**src/hw/i2cscs_pkg.sv**
```systemverilog
// package and internal carrier of the two-wire sequence control and status block
package i2cscs_pkg;
  // ---------------------------------------------------------------------------
  // register map, word index on the plain register port
  // ---------------------------------------------------------------------------
  localparam int          ADDR_W      = 4;
  localparam int          DATA_W      = 16;
  localparam logic [3:0]  REG_CTRL    = 4'h0;
  localparam logic [3:0]  REG_STAT    = 4'h1;
  localparam logic [3:0]  REG_TX      = 4'h2;
  localparam logic [3:0]  REG_RX      = 4'h3;
  localparam logic [3:0]  REG_OWN     = 4'h4;

  // ---------------------------------------------------------------------------
  // field positions
  // ---------------------------------------------------------------------------
  localparam int CTRL_START_GO   = 0;
  localparam int CTRL_RESTART_GO = 1;
  localparam int CTRL_STOP_GO    = 2;
  localparam int CTRL_RX_GO      = 3;
  localparam int CTRL_ACK_GO     = 4;
  localparam int CTRL_ACK_VALUE  = 5;
  localparam int CTRL_ENABLE     = 15;
  localparam int STAT_TX_FULL    = 0;
  localparam int STAT_RX_FULL    = 1;
  localparam int STAT_DIR        = 2;
  localparam int STAT_START_SEEN = 3;
  localparam int STAT_STOP_SEEN  = 4;
  localparam int STAT_ACK_RX     = 5;
  localparam int STAT_BUSY       = 6;

  // ---------------------------------------------------------------------------
  // reset values
  // ---------------------------------------------------------------------------
  localparam logic [15:0] CTRL_RST    = 16'h0000;
  localparam logic [6:0]  OWN_RST     = 7'h00;
  localparam logic [7:0]  BYTE_RST    = 8'h00;

  // ---------------------------------------------------------------------------
  // timing: one bit of the bus is four quarter phases
  // ---------------------------------------------------------------------------
  localparam int CLK_PERIOD_NS = 100;
  localparam int SCL_PERIOD_NS = 800;
  localparam int QTR_CYC       = (SCL_PERIOD_NS / 4) / CLK_PERIOD_NS;
  localparam logic [3:0] TX_LAST_BIT = 4'h8;
  localparam logic [3:0] RX_LAST_BIT = 4'h7;
  localparam logic [2:0] ADDR_LAST_BIT = 3'h7;

  // ---------------------------------------------------------------------------
  // master sequencer states
  // ---------------------------------------------------------------------------
  typedef enum logic [6:0] {
    ST_IDLE    = 7'h01,
    ST_START   = 7'h02,
    ST_RESTART = 7'h04,
    ST_STOP    = 7'h08,
    ST_TX      = 7'h10,
    ST_RX      = 7'h20,
    ST_ACK     = 7'h40
  } i2cscs_state_t;
endpackage

// ---------------------------------------------------------------------------
// carrier between bus monitor and core
// ---------------------------------------------------------------------------
`timescale 1ns/1ps
`default_nettype none
interface i2cscs_mon_if;
  logic       start_det;
  logic       stop_det;
  logic       dir_upd;
  logic       dir_val;
  logic       scl_s;
  logic       sda_s;
  logic [6:0] own_addr;
  modport mon  (input own_addr, output start_det, stop_det, dir_upd, dir_val, scl_s, sda_s);
  modport core (output own_addr, input start_det, stop_det, dir_upd, dir_val, scl_s, sda_s);
endinterface
`default_nettype wire

```
**src/hw/i2cscs_core.sv**
```systemverilog
// top of the two-wire sequence control and status block
//
// Contract
// - during acknowledge sequence drive the ack value bit: 1 is NACK, 0 ACK.
// - ack go starts acknowledge sequence; hardware clears it when sequence ends.
// - receive go clocks in one byte; cleared at end of eighth bit.
// - stop go generates Stop; hardware clears it when Stop ends.
// - restart go generates Repeated Start; hardware clears it when done.
// - start go generates Start; hardware clears it when Start ends.
// - stop-seen reads 1 when Stop was the last detected bus condition.
// - start-seen reads 1 when Start or Repeated Start was last detected.
// - slave direction updated after address byte: 1 read, 0 write.
// - receive full set when buffer written, cleared when software reads it.
// - transmit full set on buffer write, cleared when byte transmission completes.
`timescale 1ns/1ps
`default_nettype none
module i2cscs_core #(
  parameter int QTR_CYC = i2cscs_pkg::QTR_CYC
) (
  // clock and reset
  input  wire logic                             clk,
  input  wire logic                             rst,
  // register port
  input  wire logic [i2cscs_pkg::ADDR_W-1:0]    reg_addr,
  input  wire logic [i2cscs_pkg::DATA_W-1:0]    reg_wdata,
  input  wire logic                             reg_wr,
  input  wire logic                             reg_rd,
  output logic      [i2cscs_pkg::DATA_W-1:0]    reg_rdata,
  // bus clock pin, open drain
  input  wire logic                             scl_in,
  output logic                                  scl_out,
  output logic                                  scl_oe,
  // bus data pin, open drain
  input  wire logic                             sda_in,
  output logic                                  sda_out,
  output logic                                  sda_oe
);
  if (QTR_CYC < 1 || QTR_CYC > 255) begin : g_chk
    $error("QTR_CYC must lie in 1..255");
  end

  i2cscs_mon_if mon_bus ();

  i2cscs_bus_mon u_mon (
    .clk     (clk),
    .rst     (rst),
    .scl_pin (scl_in),
    .sda_pin (sda_in),
    .bus     (mon_bus.mon)
  );

  // ---------------------------------------------------------------------------
  // state
  // ---------------------------------------------------------------------------
  logic [15:0]               ctrl_q, ctrl_d;
  logic [6:0]                own_q;
  logic [7:0]                tx_buf_q;
  logic [7:0]                rx_buf_q;
  logic                      tx_full_q, rx_full_q;
  logic                      dir_q, start_seen_q, stop_seen_q, ack_rx_q;
  logic                      hold_scl_q;
  i2cscs_pkg::i2cscs_state_t st_q, st_d;
  logic [1:0]                ph_q, ph_d;
  logic [7:0]                tick_q, tick_d;
  logic [3:0]                bit_q, bit_d;
  logic [7:0]                sh_q, sh_d;
  logic                      scl_low_q, sda_low_q;
  logic                      scl_low_d, sda_low_d;
  logic [15:0]               rdata_q;

  // ---------------------------------------------------------------------------
  // register decode
  // ---------------------------------------------------------------------------
  wire wr_ctrl = reg_wr & (reg_addr == i2cscs_pkg::REG_CTRL);
  wire wr_tx   = reg_wr & (reg_addr == i2cscs_pkg::REG_TX);
  wire wr_own  = reg_wr & (reg_addr == i2cscs_pkg::REG_OWN);
  wire rd_rx   = reg_rd & (reg_addr == i2cscs_pkg::REG_RX);
  wire busy    = st_q != i2cscs_pkg::ST_IDLE;
  wire enabled = ctrl_q[i2cscs_pkg::CTRL_ENABLE];

  wire [15:0] stat_word = {9'h000, busy, ack_rx_q, stop_seen_q, start_seen_q,
                           dir_q, rx_full_q, tx_full_q};
  wire [15:0] rd_mux =
    (reg_addr == i2cscs_pkg::REG_CTRL) ? ctrl_q :
    (reg_addr == i2cscs_pkg::REG_STAT) ? stat_word :
    (reg_addr == i2cscs_pkg::REG_TX)   ? {8'h00, tx_buf_q} :
    (reg_addr == i2cscs_pkg::REG_RX)   ? {8'h00, rx_buf_q} :
    (reg_addr == i2cscs_pkg::REG_OWN)  ? {9'h000, own_q} : 16'h0000;

  // ---------------------------------------------------------------------------
  // bit timing
  // ---------------------------------------------------------------------------
  // a slave holding the clock low stretches the high phases
  wire stall    = busy & ~scl_low_q & ~mon_bus.scl_s;
  wire tick_end = ~stall & (tick_q == 8'(QTR_CYC - 1));
  wire ph_last  = tick_end & (ph_q == 2'h3);
  wire sample   = tick_end & (ph_q == 2'h2);
  wire last_bit = (st_q == i2cscs_pkg::ST_TX) ? (bit_q == i2cscs_pkg::TX_LAST_BIT) :
                  (st_q == i2cscs_pkg::ST_RX) ? (bit_q == i2cscs_pkg::RX_LAST_BIT) : 1'b1;
  wire seq_done = busy & ph_last & last_bit;
  wire done_start   = seq_done & (st_q == i2cscs_pkg::ST_START);
  wire done_restart = seq_done & (st_q == i2cscs_pkg::ST_RESTART);
  wire done_stop    = seq_done & (st_q == i2cscs_pkg::ST_STOP);
  wire done_tx      = seq_done & (st_q == i2cscs_pkg::ST_TX);
  wire done_rx      = seq_done & (st_q == i2cscs_pkg::ST_RX);
  wire done_ack     = seq_done & (st_q == i2cscs_pkg::ST_ACK);
  wire [7:0] rx_byte = sh_q;

  // ---------------------------------------------------------------------------
  // control register: a software write in the clearing cycle wins
  // ---------------------------------------------------------------------------
  always_comb begin
    ctrl_d = ctrl_q;
    if (done_start)
      ctrl_d[i2cscs_pkg::CTRL_START_GO] = 1'b0;
    if (done_restart)
      ctrl_d[i2cscs_pkg::CTRL_RESTART_GO] = 1'b0;
    if (done_stop)
      ctrl_d[i2cscs_pkg::CTRL_STOP_GO] = 1'b0;
    if (done_rx)
      ctrl_d[i2cscs_pkg::CTRL_RX_GO] = 1'b0;
    if (done_ack)
      ctrl_d[i2cscs_pkg::CTRL_ACK_GO] = 1'b0;
    if (wr_ctrl)
      ctrl_d = reg_wdata & 16'h803F;
  end

  // ---------------------------------------------------------------------------
  // sequencer; one request taken at a time, in fixed priority
  // ---------------------------------------------------------------------------
  always_comb begin
    st_d   = st_q;
    ph_d   = ph_q;
    tick_d = tick_q;
    bit_d  = bit_q;
    sh_d   = sh_q;
    case (st_q)
      i2cscs_pkg::ST_IDLE: begin
        ph_d   = 2'h0;
        tick_d = 8'h00;
        bit_d  = 4'h0;
        if (enabled) begin
          if (ctrl_q[i2cscs_pkg::CTRL_START_GO])
            st_d = i2cscs_pkg::ST_START;
          else if (ctrl_q[i2cscs_pkg::CTRL_RESTART_GO])
            st_d = i2cscs_pkg::ST_RESTART;
          else if (ctrl_q[i2cscs_pkg::CTRL_STOP_GO])
            st_d = i2cscs_pkg::ST_STOP;
          else if (ctrl_q[i2cscs_pkg::CTRL_RX_GO]) begin
            st_d = i2cscs_pkg::ST_RX;
            sh_d = i2cscs_pkg::BYTE_RST;
          end else if (ctrl_q[i2cscs_pkg::CTRL_ACK_GO])
            st_d = i2cscs_pkg::ST_ACK;
          else if (tx_full_q) begin
            st_d = i2cscs_pkg::ST_TX;
            sh_d = tx_buf_q;
          end
        end
      end
      default: begin
        if (!stall) begin
          if (tick_end) begin
            tick_d = 8'h00;
            ph_d   = ph_q + 2'h1;
          end else begin
            tick_d = tick_q + 8'h01;
          end
        end
        if (sample && st_q == i2cscs_pkg::ST_RX)
          sh_d = {sh_q[6:0], mon_bus.sda_s};
        if (ph_last) begin
          if (last_bit) begin
            st_d = i2cscs_pkg::ST_IDLE;
          end else begin
            bit_d = bit_q + 4'h1;
            if (st_q == i2cscs_pkg::ST_TX)
              sh_d = {sh_q[6:0], 1'b0};
          end
        end
      end
    endcase
  end

  // ---------------------------------------------------------------------------
  // pin levels per quarter phase
  // ---------------------------------------------------------------------------
  always_comb begin
    scl_low_d = 1'b0;
    sda_low_d = 1'b0;
    case (st_q)
      i2cscs_pkg::ST_IDLE: begin
        scl_low_d = hold_scl_q & enabled;
      end
      i2cscs_pkg::ST_START: begin
        scl_low_d = ph_q == 2'h3;
        sda_low_d = ph_q != 2'h0;
      end
      i2cscs_pkg::ST_RESTART: begin
        scl_low_d = (ph_q == 2'h0) | (ph_q == 2'h3);
        sda_low_d = ph_q[1];
      end
      i2cscs_pkg::ST_STOP: begin
        scl_low_d = ph_q == 2'h0;
        sda_low_d = ~ph_q[1];
      end
      i2cscs_pkg::ST_TX: begin
        scl_low_d = (ph_q == 2'h0) | (ph_q == 2'h3);
        sda_low_d = (bit_q != i2cscs_pkg::TX_LAST_BIT) & ~sh_q[7];
      end
      i2cscs_pkg::ST_RX: begin
        scl_low_d = (ph_q == 2'h0) | (ph_q == 2'h3);
      end
      i2cscs_pkg::ST_ACK: begin
        scl_low_d = (ph_q == 2'h0) | (ph_q == 2'h3);
        sda_low_d = ~ctrl_q[i2cscs_pkg::CTRL_ACK_VALUE];
      end
      default: begin
        scl_low_d = 1'b0;
        sda_low_d = 1'b0;
      end
    endcase
  end

  // ---------------------------------------------------------------------------
  // registers
  // ---------------------------------------------------------------------------
  always_ff @(posedge clk or posedge rst) begin
    if (rst) begin
      ctrl_q <= i2cscs_pkg::CTRL_RST;
      own_q  <= i2cscs_pkg::OWN_RST;
      st_q   <= i2cscs_pkg::ST_IDLE;
      ph_q   <= 2'h0;
      tick_q <= 8'h00;
      bit_q  <= 4'h0;
      sh_q   <= i2cscs_pkg::BYTE_RST;
    end else begin
      ctrl_q <= ctrl_d;
      if (wr_own)
        own_q <= reg_wdata[6:0];
      st_q   <= st_d;
      ph_q   <= ph_d;
      tick_q <= tick_d;
      bit_q  <= bit_d;
      sh_q   <= sh_d;
    end
  end

  always_ff @(posedge clk or posedge rst) begin
    if (rst) begin
      tx_buf_q  <= i2cscs_pkg::BYTE_RST;
      tx_full_q <= 1'b0;
      rx_buf_q  <= i2cscs_pkg::BYTE_RST;
      rx_full_q <= 1'b0;
      ack_rx_q  <= 1'b0;
    end else begin
      if (wr_tx)
        tx_buf_q <= reg_wdata[7:0];
      // a new write in the completion cycle keeps the flag set
      tx_full_q <= wr_tx | (tx_full_q & ~done_tx);
      if (done_rx)
        rx_buf_q <= rx_byte;
      rx_full_q <= done_rx | (rx_full_q & ~rd_rx);
      if (sample && st_q == i2cscs_pkg::ST_TX && bit_q == i2cscs_pkg::TX_LAST_BIT)
        ack_rx_q <= mon_bus.sda_s;
    end
  end

  always_ff @(posedge clk or posedge rst) begin
    if (rst) begin
      start_seen_q <= 1'b0;
      stop_seen_q  <= 1'b0;
      dir_q        <= 1'b0;
    end else begin
      if (mon_bus.start_det | mon_bus.stop_det) begin
        start_seen_q <= mon_bus.start_det;
        stop_seen_q  <= mon_bus.stop_det;
      end
      if (mon_bus.dir_upd)
        dir_q <= mon_bus.dir_val;
    end
  end

  // clock is held low between sequences until a stop or disabling releases it
  always_ff @(posedge clk or posedge rst) begin
    if (rst) begin
      hold_scl_q <= 1'b0;
      scl_low_q  <= 1'b0;
      sda_low_q  <= 1'b0;
      rdata_q    <= 16'h0000;
    end else begin
      if (done_stop | ~enabled)
        hold_scl_q <= 1'b0;
      else if (seq_done)
        hold_scl_q <= 1'b1;
      scl_low_q <= scl_low_d;
      sda_low_q <= sda_low_d;
      rdata_q   <= reg_rd ? rd_mux : 16'h0000;
    end
  end

  assign mon_bus.own_addr = own_q;
  assign reg_rdata        = rdata_q;
  assign scl_out          = 1'b0;
  assign sda_out          = 1'b0;
  assign scl_oe           = scl_low_q;
  assign sda_oe           = sda_low_q;
endmodule
`default_nettype wire

```
**src/hw/i2cscs_bus_mon.sv**
```systemverilog
// bus monitor: pin synchronisers, start/stop detection, slave address direction
`timescale 1ns/1ps
`default_nettype none
module i2cscs_bus_mon (
  // clock and reset
  input  wire logic   clk,
  input  wire logic   rst,
  // raw bus pins
  input  wire logic   scl_pin,
  input  wire logic   sda_pin,
  // core side
  i2cscs_mon_if.mon   bus
);
  logic       scl_m_q, scl_s_q, scl_p_q;
  logic       sda_m_q, sda_s_q, sda_p_q;
  logic       addr_act_q;
  logic [2:0] addr_cnt_q;
  logic [7:0] addr_sh_q;
  logic       dir_upd_q;
  logic       dir_val_q;

  // ---------------------------------------------------------------------------
  // decode
  // ---------------------------------------------------------------------------
  wire scl_high   = scl_s_q & scl_p_q;
  wire start_seen = scl_high & sda_p_q & ~sda_s_q;
  wire stop_seen  = scl_high & ~sda_p_q & sda_s_q;
  wire scl_rise   = scl_s_q & ~scl_p_q;
  wire [7:0] addr_byte = {addr_sh_q[6:0], sda_s_q};
  wire addr_end   = addr_act_q & scl_rise & (addr_cnt_q == i2cscs_pkg::ADDR_LAST_BIT);
  wire addr_match = addr_byte[7:1] == bus.own_addr;

  // second and third stages feed logic; first stage is read by nothing else
  always_ff @(posedge clk or posedge rst) begin
    if (rst) begin
      {scl_m_q, scl_s_q, scl_p_q} <= 3'h7;
      {sda_m_q, sda_s_q, sda_p_q} <= 3'h7;
    end else begin
      {scl_m_q, scl_s_q, scl_p_q} <= {scl_pin, scl_m_q, scl_s_q};
      {sda_m_q, sda_s_q, sda_p_q} <= {sda_pin, sda_m_q, sda_s_q};
    end
  end

  // ---------------------------------------------------------------------------
  // first byte after a start is the address; only a match updates direction
  // ---------------------------------------------------------------------------
  always_ff @(posedge clk or posedge rst) begin
    if (rst) begin
      addr_act_q <= 1'b0;
      addr_cnt_q <= 3'h0;
      addr_sh_q  <= i2cscs_pkg::BYTE_RST;
      dir_upd_q  <= 1'b0;
      dir_val_q  <= 1'b0;
    end else begin
      dir_upd_q <= addr_end & addr_match;
      if (addr_end)
        dir_val_q <= addr_byte[0];
      if (start_seen) begin
        addr_act_q <= 1'b1;
        addr_cnt_q <= 3'h0;
      end else if (stop_seen | addr_end) begin
        addr_act_q <= 1'b0;
      end else if (addr_act_q & scl_rise) begin
        addr_cnt_q <= addr_cnt_q + 3'h1;
        addr_sh_q  <= addr_byte;
      end
    end
  end

  assign bus.start_det = start_seen;
  assign bus.stop_det  = stop_seen;
  assign bus.dir_upd   = dir_upd_q;
  assign bus.dir_val   = dir_val_q;
  assign bus.scl_s     = scl_s_q;
  assign bus.sda_s     = sda_s_q;
endmodule
`default_nettype wire

```
**config.mk**
```make
export PLATFORM = sky130hd
export DESIGN_NAME = i2cscs_core
export DESIGN_NICKNAME = d
export VERILOG_FILES = /design/src/hw/i2cscs_pkg.sv /design/src/hw/i2cscs_core.sv /design/src/hw/i2cscs_bus_mon.sv
export SDC_FILE = /design/constraint.sdc
export NUM_CORES = 1
export LEC_CHECK = 0
export BUFFER_PORTS_ARGS = -buffer_cell sky130_fd_sc_hd__buf_2
export CAP_MARGIN = 20
export CORE_ASPECT_RATIO = 1.5
export CORE_MARGIN = 8
export CORE_UTILIZATION = 40
export CTS_BUF_LIST = sky130_fd_sc_hd__clkbuf_8
export DETAILED_ROUTE_END_ITERATION = 16
export PLACE_DENSITY = 0.56
export SLEW_MARGIN = 40
export SYNTH_ARGS = -nofsm -noshare
export SYNTH_HDL_FRONTEND = slang
export SYNTH_HIERARCHICAL = 1
export SYNTH_SLANG_ARGS = --single-unit
```
**constraint.sdc**
```tcl
create_clock -name clk -period 3.1 [get_ports clk]
set_input_delay 0.62 -clock clk [delete_from_list [all_inputs] [get_ports clk]]
set_output_delay 0.62 -clock clk [all_outputs]
set_load 0.01 [all_outputs]
```
# ---- Yosys cells after proc, flatten, opt, wreduce, memory -nomap -nowiden
# Cells that the tools add are included.
dict set report classes {
  bitwise_logic 50
  eq_ne 30
  muxes 54
  reduce_logical 24
  addsub 4
}
# cell n
set ops {}
lappend ops {{8-bit two-way mux} 18}
lappend ops {{7-bit two-way mux} 11}
lappend ops {{16-bit two-way mux} 2}
lappend ops {{1-bit AND} 30}
lappend ops {{2-bit nonzero test} 12}
lappend ops {{1-bit NOT} 14}
lappend ops {{4-bit two-way mux} 3}
lappend ops {{1-bit two-way mux} 11}
lappend ops {{2-bit inequality test (second input constant)} 5}
lappend ops {{3-bit two-way mux} 3}
lappend ops {{8-bit by 1-bit adder with 8-bit output (second input constant)} 1}
lappend ops {{4-bit by 2-bit == test with 1-bit output (second input constant)} 2}
lappend ops {{4-bit by 3-bit == test with 1-bit output (second input constant)} 2}
lappend ops {{8-bit by 1-bit == test with 1-bit output (second input constant)} 1}
lappend ops {{7-bit by 1-bit == test with 1-bit output (second input constant)} 1}
lappend ops {{7-bit by 2-bit == test with 1-bit output (second input constant)} 1}
lappend ops {{7-bit by 3-bit == test with 1-bit output (second input constant)} 1}
lappend ops {{7-bit by 4-bit == test with 1-bit output (second input constant)} 1}
lappend ops {{7-bit by 5-bit == test with 1-bit output (second input constant)} 1}
lappend ops {{7-bit by 6-bit == test with 1-bit output (second input constant)} 1}
lappend ops {{7-bit == test} 1}
lappend ops {{7-bit == test (second input constant)} 1}
lappend ops {{7-bit by 1-bit inequality test with 1-bit output (second input constant)} 1}
lappend ops {{7-bit inequality test (second input constant)} 1}
lappend ops {{23 further kinds} 37}
dict set report word_totals {
  wordCells 197
  out_inout_bits 20
  ff_bits 103
  inputBits 26
}

# ---- Longest topological paths before layout
# Gate-level depths: netlist of the first run.
dict set report depth {
  word_depth 12
  ltp_mapped 7
  mapped_depth_nobuf 7
}

# ---- Hierarchy
# The synthesis of the first run kept the hierarchy.
# module area_per_inst_um2 seq_area_each_um2 cells_each instances
set modules_own_cells {}
lappend modules_own_cells {i2cscs_core 3926.3 1928.1 374 1}
lappend modules_own_cells {i2cscs_bus_mon 805.8 483.0 51 1}

# ---- Worst setup path before layout of the first run
# No wires, ideal clock.
dict set report synth_timing {
  path_type {flip-flop to flip-flop}
  start {register tick_q[1]}
  end {register rx_buf_q[0]}
  setup_slack_ns 0.988
  t_arrival_ns 1.987
  n_path_buf 0
  path_stages_with_launch 7
  required_ns 2.975
  synth_period_minus_slack_ns 2.112
  setup_ns 0.125
  cell_sequence {dfrtp_1 inv_1 ha_1 nor4b_4 nand4_2 nor4_4 mux2_2}
}
dict set report synth_between {
  elab_chain_cells 6
}
# item line
set synth_lines {}
lappend synth_lines {{start, declared} i2cscs_core.sv:64} ;# logic [7:0] tick_q, tick_d;
lappend synth_lines {{start signal, assigned} i2cscs_core.sv:242} ;# tick_q <= tick_d;
lappend synth_lines {{8-bit by 1-bit == test with 1-bit output} i2cscs_core.sv:95} ;# wire tick_end = ~stall & (tick_q == 8'(QTR_CYC - 1));
lappend synth_lines {{1-bit AND} i2cscs_core.sv:95}
lappend synth_lines {{1-bit AND} i2cscs_core.sv:96} ;# wire ph_last = tick_end & (ph_q == 2'h3);
lappend synth_lines {{1-bit AND (2 in series)} i2cscs_core.sv:100} ;# wire seq_done = busy & ph_last & last_bit;
lappend synth_lines {{1-bit AND} i2cscs_core.sv:105} ;# wire done_rx = seq_done & (st_q == i2cscs_pkg::ST_RX);
lappend synth_lines {{end signal, assigned} i2cscs_core.sv:252} ;# rx_buf_q <= i2cscs_pkg::BYTE_RST;
lappend synth_lines {{end signal, assigned} i2cscs_core.sv:261} ;# rx_buf_q <= rx_byte;
lappend synth_lines {{end, declared} i2cscs_core.sv:58} ;# logic [7:0] rx_buf_q;
# No other way between the ends.
# A chain may end at the register's enable or synchronous reset.

# ---- Final worst setup path of the first run
# Same ends and word-level chain as after synthesis.

==> summary.md, run 1 <==
| Metric | Value |
|---|---|
| Maximum number of pins on one net before global-route repair | 43 |
| Simple-Gate Fraction of Synth Area | 18.1% |
| Number of flops mapped to enable cells by yosys | 0 |
| Max-capacitance violation count | 0 |
| Crit path launch type | flop |
| Post-layout minimum cycle time | 2.40 ns |
| Buffers from clock root to sink, at most | 2 |
| Number of buffers and inverters on the critical path | 1 |
| Final setup violation count | 0 |
| Share of Yosys cell area claimed by the top area cell type | 47.1% |
| Deepest level of the CTS H-tree | 3 |
| Post-cts sizing count | 0 |
| Cell taking the most area after synthesis | sky130_fd_sc_hd__dfrtp_1 |
| Initial DRC count | 198 |
| CTS Buf Count | 9 |
| Initial Util | 41.0% |
| Inst Count DP | about 600 |
| Total via count in the routed design | 3429 |
| Cell class contributing the biggest share of worst-path delay | simple AND/OR/NAND/NOR gates |
| Sum of routed wire length over all layers | 11600 µm |
| Final HPWL from detailed placement | 8820 µm |
| Worst path max stage delay | ~0.73 ns |
| Routability Congestion | 0.892 |
| Transition at the pin with the smallest max-transition slack | just over 0.8 ns |
| Maximum VDD drop | 438 µV |
| Share of flip-flops with an asynchronous set or reset | 100% |
| Commonest non-fill, non-tap cells in the layout | 89 x sky130_fd_sc_hd__dfrtp_1, 33 x sky130_fd_sc_hd__nand2_1, 29 x sky130_fd_sc_hd__buf_2 |
| Number of nets with antenna violations after detailed routing | 0 |
| Mux contribution to synthesized area | a little under a tenth |
| Clock Root Buffer | sky130_fd_sc_hd__clkbuf_8 |
| Clock tree from TritonCTS | yes |
| CP arrival | between 2 and 3 ns |
| Worst hold-check path type | input port to async pin |
| Master of the slowest instance on the critical path | sky130_fd_sc_hd__nor4_4 |
| Die X | ~100 µm |
| IO Port Bufs | 29 |
| Non-filler cells in the finished layout | 614 |
| Post-DR wirelength/cell | ~19 µm |
| Number of instances in the synthesized netlist | 425 |
| Maximum operating frequency | 416 MHz |
| Area of the placeable core | 11500 µm² |
| Worst reg-to-reg setup slack | 0.70 ns |
| Critical path fanouts, max | 9 |
| Clock-pin slew on the worst setup and hold paths | around 0.10 ns |
| Avg Cell Area, Syn | 11.1 µm² |
| Wire length of the first global-routing pass | around 19000 µm |
| Sum of negative setup slack | 0 ns |
| Outcome | complete, no violations |
| Required arrival time at the worst endpoint | 3.36 ns |
| Area of all placed cells without fillers | 5250 µm² |
| Number of warnings printed during yosys synthesis | 6 |
| Number of post-CTS setup repair buffers | 0 |
| Parity-gate share of the synthesized area counting xor and xnor cells | 3.15% |
| Summed instance area of the synthesized netlist | 4730 µm² |
| Rows | 48 |
| Most common library cell in the layout ignoring fill and taps | sky130_fd_sc_hd__dfrtp_1 |
| Crit path cell chain | inv_1, ha_1, nor4b_4, nand4_2, nor4_4, mux2_2 |
| Largest family of logic cells by synthesized area | simple AND/OR/NAND/NOR gates |
| Gr usage total | 15.1% |
| Source-to-sink clock delay at the later pin of the worst-skew pair | 0.37 ns |
| Vias in the first global route | 3427 |
| Area fraction in compound gates after synthesis | about an eighth |
| Sequential element share of the synthesized area | 51.0% |
| Post-synth top flop | sky130_fd_sc_hd__dfrtp_1 |
| Die Outline Area | 15600 µm² |
| Final Slew Violations | 0 |
| Setup repair after global routing missed its margin | false |
| Worst setup EP type | flop |
| Number of iterations in the first detailed-routing pass | 5 |
| Nets | 494 |
| Antenna violations before repair | 0 |
| Power Dens Cells | about 690 nW/µm² |
| Post-route DRC violation count | 0 |
| Total count of hold-check failures in the final report | 0 |
| Area growth from synthesis to layout | 11.0% |
| Reported leakage power | 2.44 nW |
| Placed instance area | 5040 µm² |
| CTS sink cnt | 96 |
| Remaining global-route overflow | 0 |
| Layout Skew | between 0.008 and 0.009 ns |
| Detailed-route vias per instance | 5.58 |
| Cell types with the largest area share after synthesis | sky130_fd_sc_hd__dfrtp_1 47%, sky130_fd_sc_hd__mux2_2 6.7%, sky130_fd_sc_hd__dfstp_2 3.9% |
| Synth Register Bits | 96 |
| Final clock period utilization by the worst path | 77.5% |
| Post-cts hold buffer count | 0 |
| Ports placed on the boundary | 46 |
| Crit Path Class | flop to flop |
| Proportion of layout cells with a drive suffix above 1 | 23.1% |
| Worst hold-check slack | approximately 0.32 ns |
| Die height | roughly 150 µm |
| Count of distinct cell types in the synthesized netlist | 60 |
| Total inserted antenna cells | 0 |
| Adder and majority gate portion of the synthesized area | 2.38% |
| Worst slew slack as a fraction of its limit | 45.2% |
[per-layer routing]
metal / global-route usage, % / up-vias / share of wire, %
li1: - / 1599 / -
met1: 16.6 / 1743 / 40
met2: 27.9 / 68 / 55
met3: 2.64 / 19 / 2.4
met4: 6.02 / 0 / 2.8
met5: 0 / - / 0
[sequential cells by signal (all words and copies together) (netlist names), 2 cells and up]
name              flops
reg_rdata             9
rx_buf_q              8
rx_byte               8
tick_q                8
tx_buf_q              8
ctrl_q                7
mon_bus.own_addr      7
st_q                  7
u_mon/addr_sh_q       7
bit_q                 4
u_mon/addr_cnt_q      3
ph_q                  2
[layout make-up]
cell class / instances / area (µm²)
clock buffer: 9 / 124
sequential: 96 / 2410
tap: 150 / 188
fill: 1145 / 6280
clock inverter: 7 / 88.8
timing repair buffer: 36 / 210
multi-input combinational: 300 / 2170
inverter: 16 / 61.3
[cell families (layout without fill, tap and decap cells)]
kind of cell,Yosys count,count (layout)
simple gates,148,148
flops,96,96
compound gates,79,79
mux,38,38
buf+inv,37,68
xor+xnor,17,17
fa+ha+maj,9,9
other cells,1,9
[final timing paths]
check	cells past startpoint	to	from
hold reg to reg	0	u_mon/bus.sda_s	u_mon/sda_m_q
hold / removal	2	dir_q	rst
setup reg to reg	6	rx_buf_q[0]	tick_q[1]
min in group clk	1	u_mon/scl_m_q	scl_in
setup / recovery	6	rx_buf_q[0]	tick_q[1]
max in group asynchronous	3	rx_byte[7]	rst
[cells in the mapped netlist (10+ instances only)]
master / instances
sky130_fd_sc_hd__nor3_1: 14
sky130_fd_sc_hd__nand2_1: 33
sky130_fd_sc_hd__dfrtp_1: 89
sky130_fd_sc_hd__nand2b_1: 10
sky130_fd_sc_hd__xnor2_1: 13
sky130_fd_sc_hd__mux2_2: 28
sky130_fd_sc_hd__a21o_1: 10
sky130_fd_sc_hd__o21ai_0: 16
sky130_fd_sc_hd__a21oi_1: 13
sky130_fd_sc_hd__nor2_1: 25
sky130_fd_sc_hd__inv_1: 15
sky130_fd_sc_hd__nor2b_1: 11
[where the power goes]
part,internal (mW),total (mW),switching [mW]
combinational,0.442,0.957,0.516
clock,0.391,0.874,0.483
sequential,1.50,1.78,0.280
[stage by stage]
step	setup WS (ns)	power (mW)	util (%)
3_5_place_dp	0.727	2.75	43.7
2_1_floorplan	0.515	2.45	-
4_1_cts	0.690	3.64	45.5
3_3_place_gp	0.747	2.73	43.7
6_report	0.697	3.61	45.5
5_1_grt	0.471	3.82	45.5
No activity file was read; power rests on OpenSTA's default activity.
==> inputs of run 2 (changes only) <==
- ABC_AREA: default -> 1
- PLACE_DENSITY: 0.56 -> 0.58
- clock period: 3.1 -> 2.1 ns (I/O delays scaled with it)
==> run 2 against run 1 <==
Compared with the run above: hold slack lost 0.20 ns; die area grew 2.6%; register-to-register slack lost 0.53 ns; flip-flop and latch count is the same; sequential share of layout area shrank 1.9 points; clock power grew 40%; combinational power grew 60%; count of clock-buffer cells in the layout is the same; critical path type unchanged; highest routed layer unchanged.
==> summary.md, run 2 <==
| Metric | Value |
|---|---|
| Worst hold-check slack | 0.119 ns (-0.198 ns) |
| Critical path fanouts, max | 13 (+4) |
| Outcome | complete, no violations |
| Worst hold-check path type | input port to async pin |
| Proportion of layout cells with a drive suffix above 1 | 17.5% (-5.6 points) |
| Total via count in the routed design | 3917 (+14%) |
| Maximum operating frequency | 518 MHz (+24%) |
| Number of warnings printed during yosys synthesis | 6 (unchanged) |
| Setup repair after global routing missed its margin | false |
| Number of instances in the synthesized netlist | 577 (+36%) |
| Power Dens Cells | 971 nW/µm² (+41%) |
| Launching element of the worst setup path | st_q[2] |
| Share of Yosys cell area claimed by the top area cell type | 45.7% (-1.4 points) |
| Critical R2R Launch | st_q[2] |
| Initial Util | 40.8% (-0.26 points) |
| CTS Buf Count | 9 (unchanged) |
| Post-layout minimum cycle time | 1.93 ns (-0.471 ns) |
| Sum of negative setup slack | 0 ns (unchanged) |
| Die X | 106 µm (+1.3%) |
| Number of iterations in the first detailed-routing pass | 5 (unchanged) |
| Summed instance area of the synthesized netlist | 4870 µm² (+3.0%) |
| Avg Cell Area, Syn | 8.45 µm² (-24%) |
| Remaining global-route overflow | 0 (unchanged) |
| Nets | 659 (+33%) |
| Most common library cell in the layout ignoring fill and taps | sky130_fd_sc_hd__nand2_1 |
| Wire length of the first global-routing pass | 19900 µm (+7.3%) |
| Master of the slowest instance on the critical path | sky130_fd_sc_hd__dfrtp_1 |
| Clock Root Buffer | sky130_fd_sc_hd__clkbuf_8 |
| Clock-pin slew on the worst setup and hold paths | 0.10 ns (about the same) |
| Ports placed on the boundary | 46 (unchanged) |
| Total count of hold-check failures in the final report | 0 (unchanged) |
| Maximum number of pins on one net before global-route repair | 38 (-12%) |
| Worst path max stage delay | 0.43 ns (-0.30 ns) |
| Flip-flop count of the largest register after layout | 9 (unchanged) |
| Area growth from synthesis to layout | 12.3% |
| Commonest non-fill, non-tap cells in the layout | 117 x sky130_fd_sc_hd__nand2_1, 93 x sky130_fd_sc_hd__inv_1, 89 x sky130_fd_sc_hd__dfrtp_1 |
| Worst slew slack as a fraction of its limit | 52.3% (+7.2 points) |
| Total inserted antenna cells | 0 (unchanged) |
| Share of flip-flops with an asynchronous set or reset | 100% (unchanged) |
| Post-cts hold buffer count | 0 (unchanged) |
| Cell with the most instances after synthesis | sky130_fd_sc_hd__nand2_1 |
| Area of the placeable core | 12000 µm² (+3.7%) |
| Buffers from clock root to sink, at most | 2 (unchanged) |
| Reported leakage power | 2.70 nW (+10%) |
| Final clock period utilization by the worst path | 92.0% (+14 points) |
| Fill count | 1186 (+3.6%) |
| Sum of routed wire length over all layers | 12100 µm (+4.9%) |
| Number of flops mapped to enable cells by yosys | 0 (unchanged) |
| Source-to-sink clock delay at the later pin of the worst-skew pair | 0.38 ns (about the same) |
| Post-synth top flop | sky130_fd_sc_hd__dfrtp_1 |
| Clock tree from TritonCTS | yes |
| Gr usage total | 15.9% (+0.82 points) |
| Initial DRC count | 217 (+9.6%) |
| Post-route DRC violation count | 0 (unchanged) |
| Capturing point of the worst reg2reg path | rx_byte[1] |
| Deepest level of the CTS H-tree | 3 (unchanged) |
| Post-DR wirelength/cell | 15.5 µm (-18%) |
| Max-capacitance violation count | 0 (unchanged) |
| Maximum VDD drop | 348 µV (-21%) |
| Worst reg-to-reg setup slack | 0.17 ns (-0.53 ns) |
| IO Port Bufs | 29 (unchanged) |
| Cell taking the most area after synthesis | sky130_fd_sc_hd__dfrtp_1 |
| Critical Path Sink | rx_byte[1] |
| Crit path launch type | flop |
| CP arrival | 2.20 ns (-0.46 ns) |
| Crit path cell chain | inv_2, nand2_1, nor2_1, nand2_1, nor2_1, nand4_1, nand2_4, nand2_1, o21ai_1, o21bai_1 |
| Worst setup EP type | flop |
| CTS sink cnt | 96 (unchanged) |
| Vias in the first global route | 3897 (+14%) |
| Detailed-route vias per instance | 5.01 (-10%) |
| Sequential element share of the synthesized area | 49.5% (-1.5 points) |
| Routability Congestion | 0.909 (+1.9%) |
| Count of distinct cell types in the synthesized netlist | 45 (-25%) |
| Cell types with the largest area share after synthesis | sky130_fd_sc_hd__dfrtp_1 46%, sky130_fd_sc_hd__nand2_1 9.1%, sky130_fd_sc_hd__inv_1 7.0% |
| Antenna violations before repair | 0 (unchanged) |
| Number of nets with antenna violations after detailed routing | 0 (unchanged) |
| Transition at the pin with the smallest max-transition slack | 0.714 ns (-0.102 ns) |
| Die Outline Area | 16000 µm² (+2.6%) |
| Final HPWL from detailed placement | 9200 µm (+4.4%) |
| Final setup violation count | 0 (unchanged) |
| Most frequent CP cell | sky130_fd_sc_hd__nand2_1 |
| Rows | 49 (+2.1%) |
| Inst Count DP | 764 (+28%) |
| Non-filler cells in the finished layout | 782 (+27%) |
| R2R depth | 10 (+4) |
| Required arrival time at the worst endpoint | 2.37 ns (-0.99 ns) |
| Crit Path Class | flop to flop |
| Die height | 151 µm (+1.3%) |
| Layout Skew | 0.0164 ns (+0.00766 ns) |
| Most common library cells after synthesis | 118 x sky130_fd_sc_hd__nand2_1, 91 x sky130_fd_sc_hd__inv_1, 89 x sky130_fd_sc_hd__dfrtp_1, 57 x sky130_fd_sc_hd__o21ai_0, 32 x sky130_fd_sc_hd__nor2_1 |
| Final Slew Violations | 0 (unchanged) |
| Synth Register Bits | 96 (unchanged) |
==> run 2: cells by family after synthesis <==
logic type	after synthesis	synth area share, %
simple gates	213	20.1
compound gates	133	16.1
xor+xnor	6	1.08
other cells	1	0.0769
flops	96	49.5
mux	1	0.231
buf+inv	118	10.7
fa+ha+maj	9	2.31
==> run 2: worst min path at each step <==
stage	from	end	slack, ns	depth (start not counted)
after floorplan	u_mon/scl_m_q	u_mon/bus.scl_s	0.35	0
after global placement	u_mon/scl_m_q	u_mon/bus.scl_s	0.35	0
after detailed placement	u_mon/sda_m_q	u_mon/bus.sda_s	0.35	0
after CTS	scl_in	u_mon/scl_m_q	0.12	1
after global routing	sda_in	u_mon/sda_m_q	0.11	1
final	rst	reg_rdata[6]	0.12	2
==> run 2: cell type report <==
cell class	count	area [µm²]	share of cell area, %
inverter	99	377	6.88
clock buffer	9	124	2.26
timing repair buffer	47	318	5.80
multi-input combinational	371	1990	36.3
sequential	96	2410	44.0
clock inverter	7	66.3	1.21
tap	153	191	3.50
==> run 2: layer usage <==
| layer | vias to the layer above | global-route usage, % | share of wire, % |
|---|---|---|---|
| li1 | 1953 | - | - |
| met2 | 92 | 27.8 | 51 |
| met1 | 1851 | 18.2 | 41 |
| met3 | 21 | 3.19 | 4.8 |
| met5 | - | 0 | 0 |
| met4 | 0 | 7.63 | 3.2 |
==> run 2: where the power goes <==
part	total [mW]	internal (mW)	switching [mW]
clock	1.22	0.548	0.674
combinational	1.53	0.567	0.965
sequential	2.57	2.21	0.353
total	5.32	3.33	1.99
==> run 2: worst max-delay path, delay by kind of cell, from the launching register on <==
family | cells | cell delay (ns)
AOI/OAI and AO/OA | 2 | 0.15
DFF | 1 | 0.43
buffers and inverters | 1 | 0.07
and+or+nand+nor | 7 | 1.17
==> run 2: timing repair <==
item,in CTS,in global routing
endpoints found under the hold margin,0,0
buffers inserted,0,2
endpoints found under the setup margin,0,19
resized for setup,0,4
==> run 2: per-stage QoR <==
step	util [%]	total power [mW]	setup WS, ns	instance area (µm²)
global route	45.8	5.69	0.00593	5480
floorplan	-	3.63	0.407	4910
finish	45.8	5.32	0.168	5480
detailed placement	43.9	4.10	0.0816	5240
global placement	43.9	4.04	0.161	5240
CTS	45.5	5.32	0.0575	5430
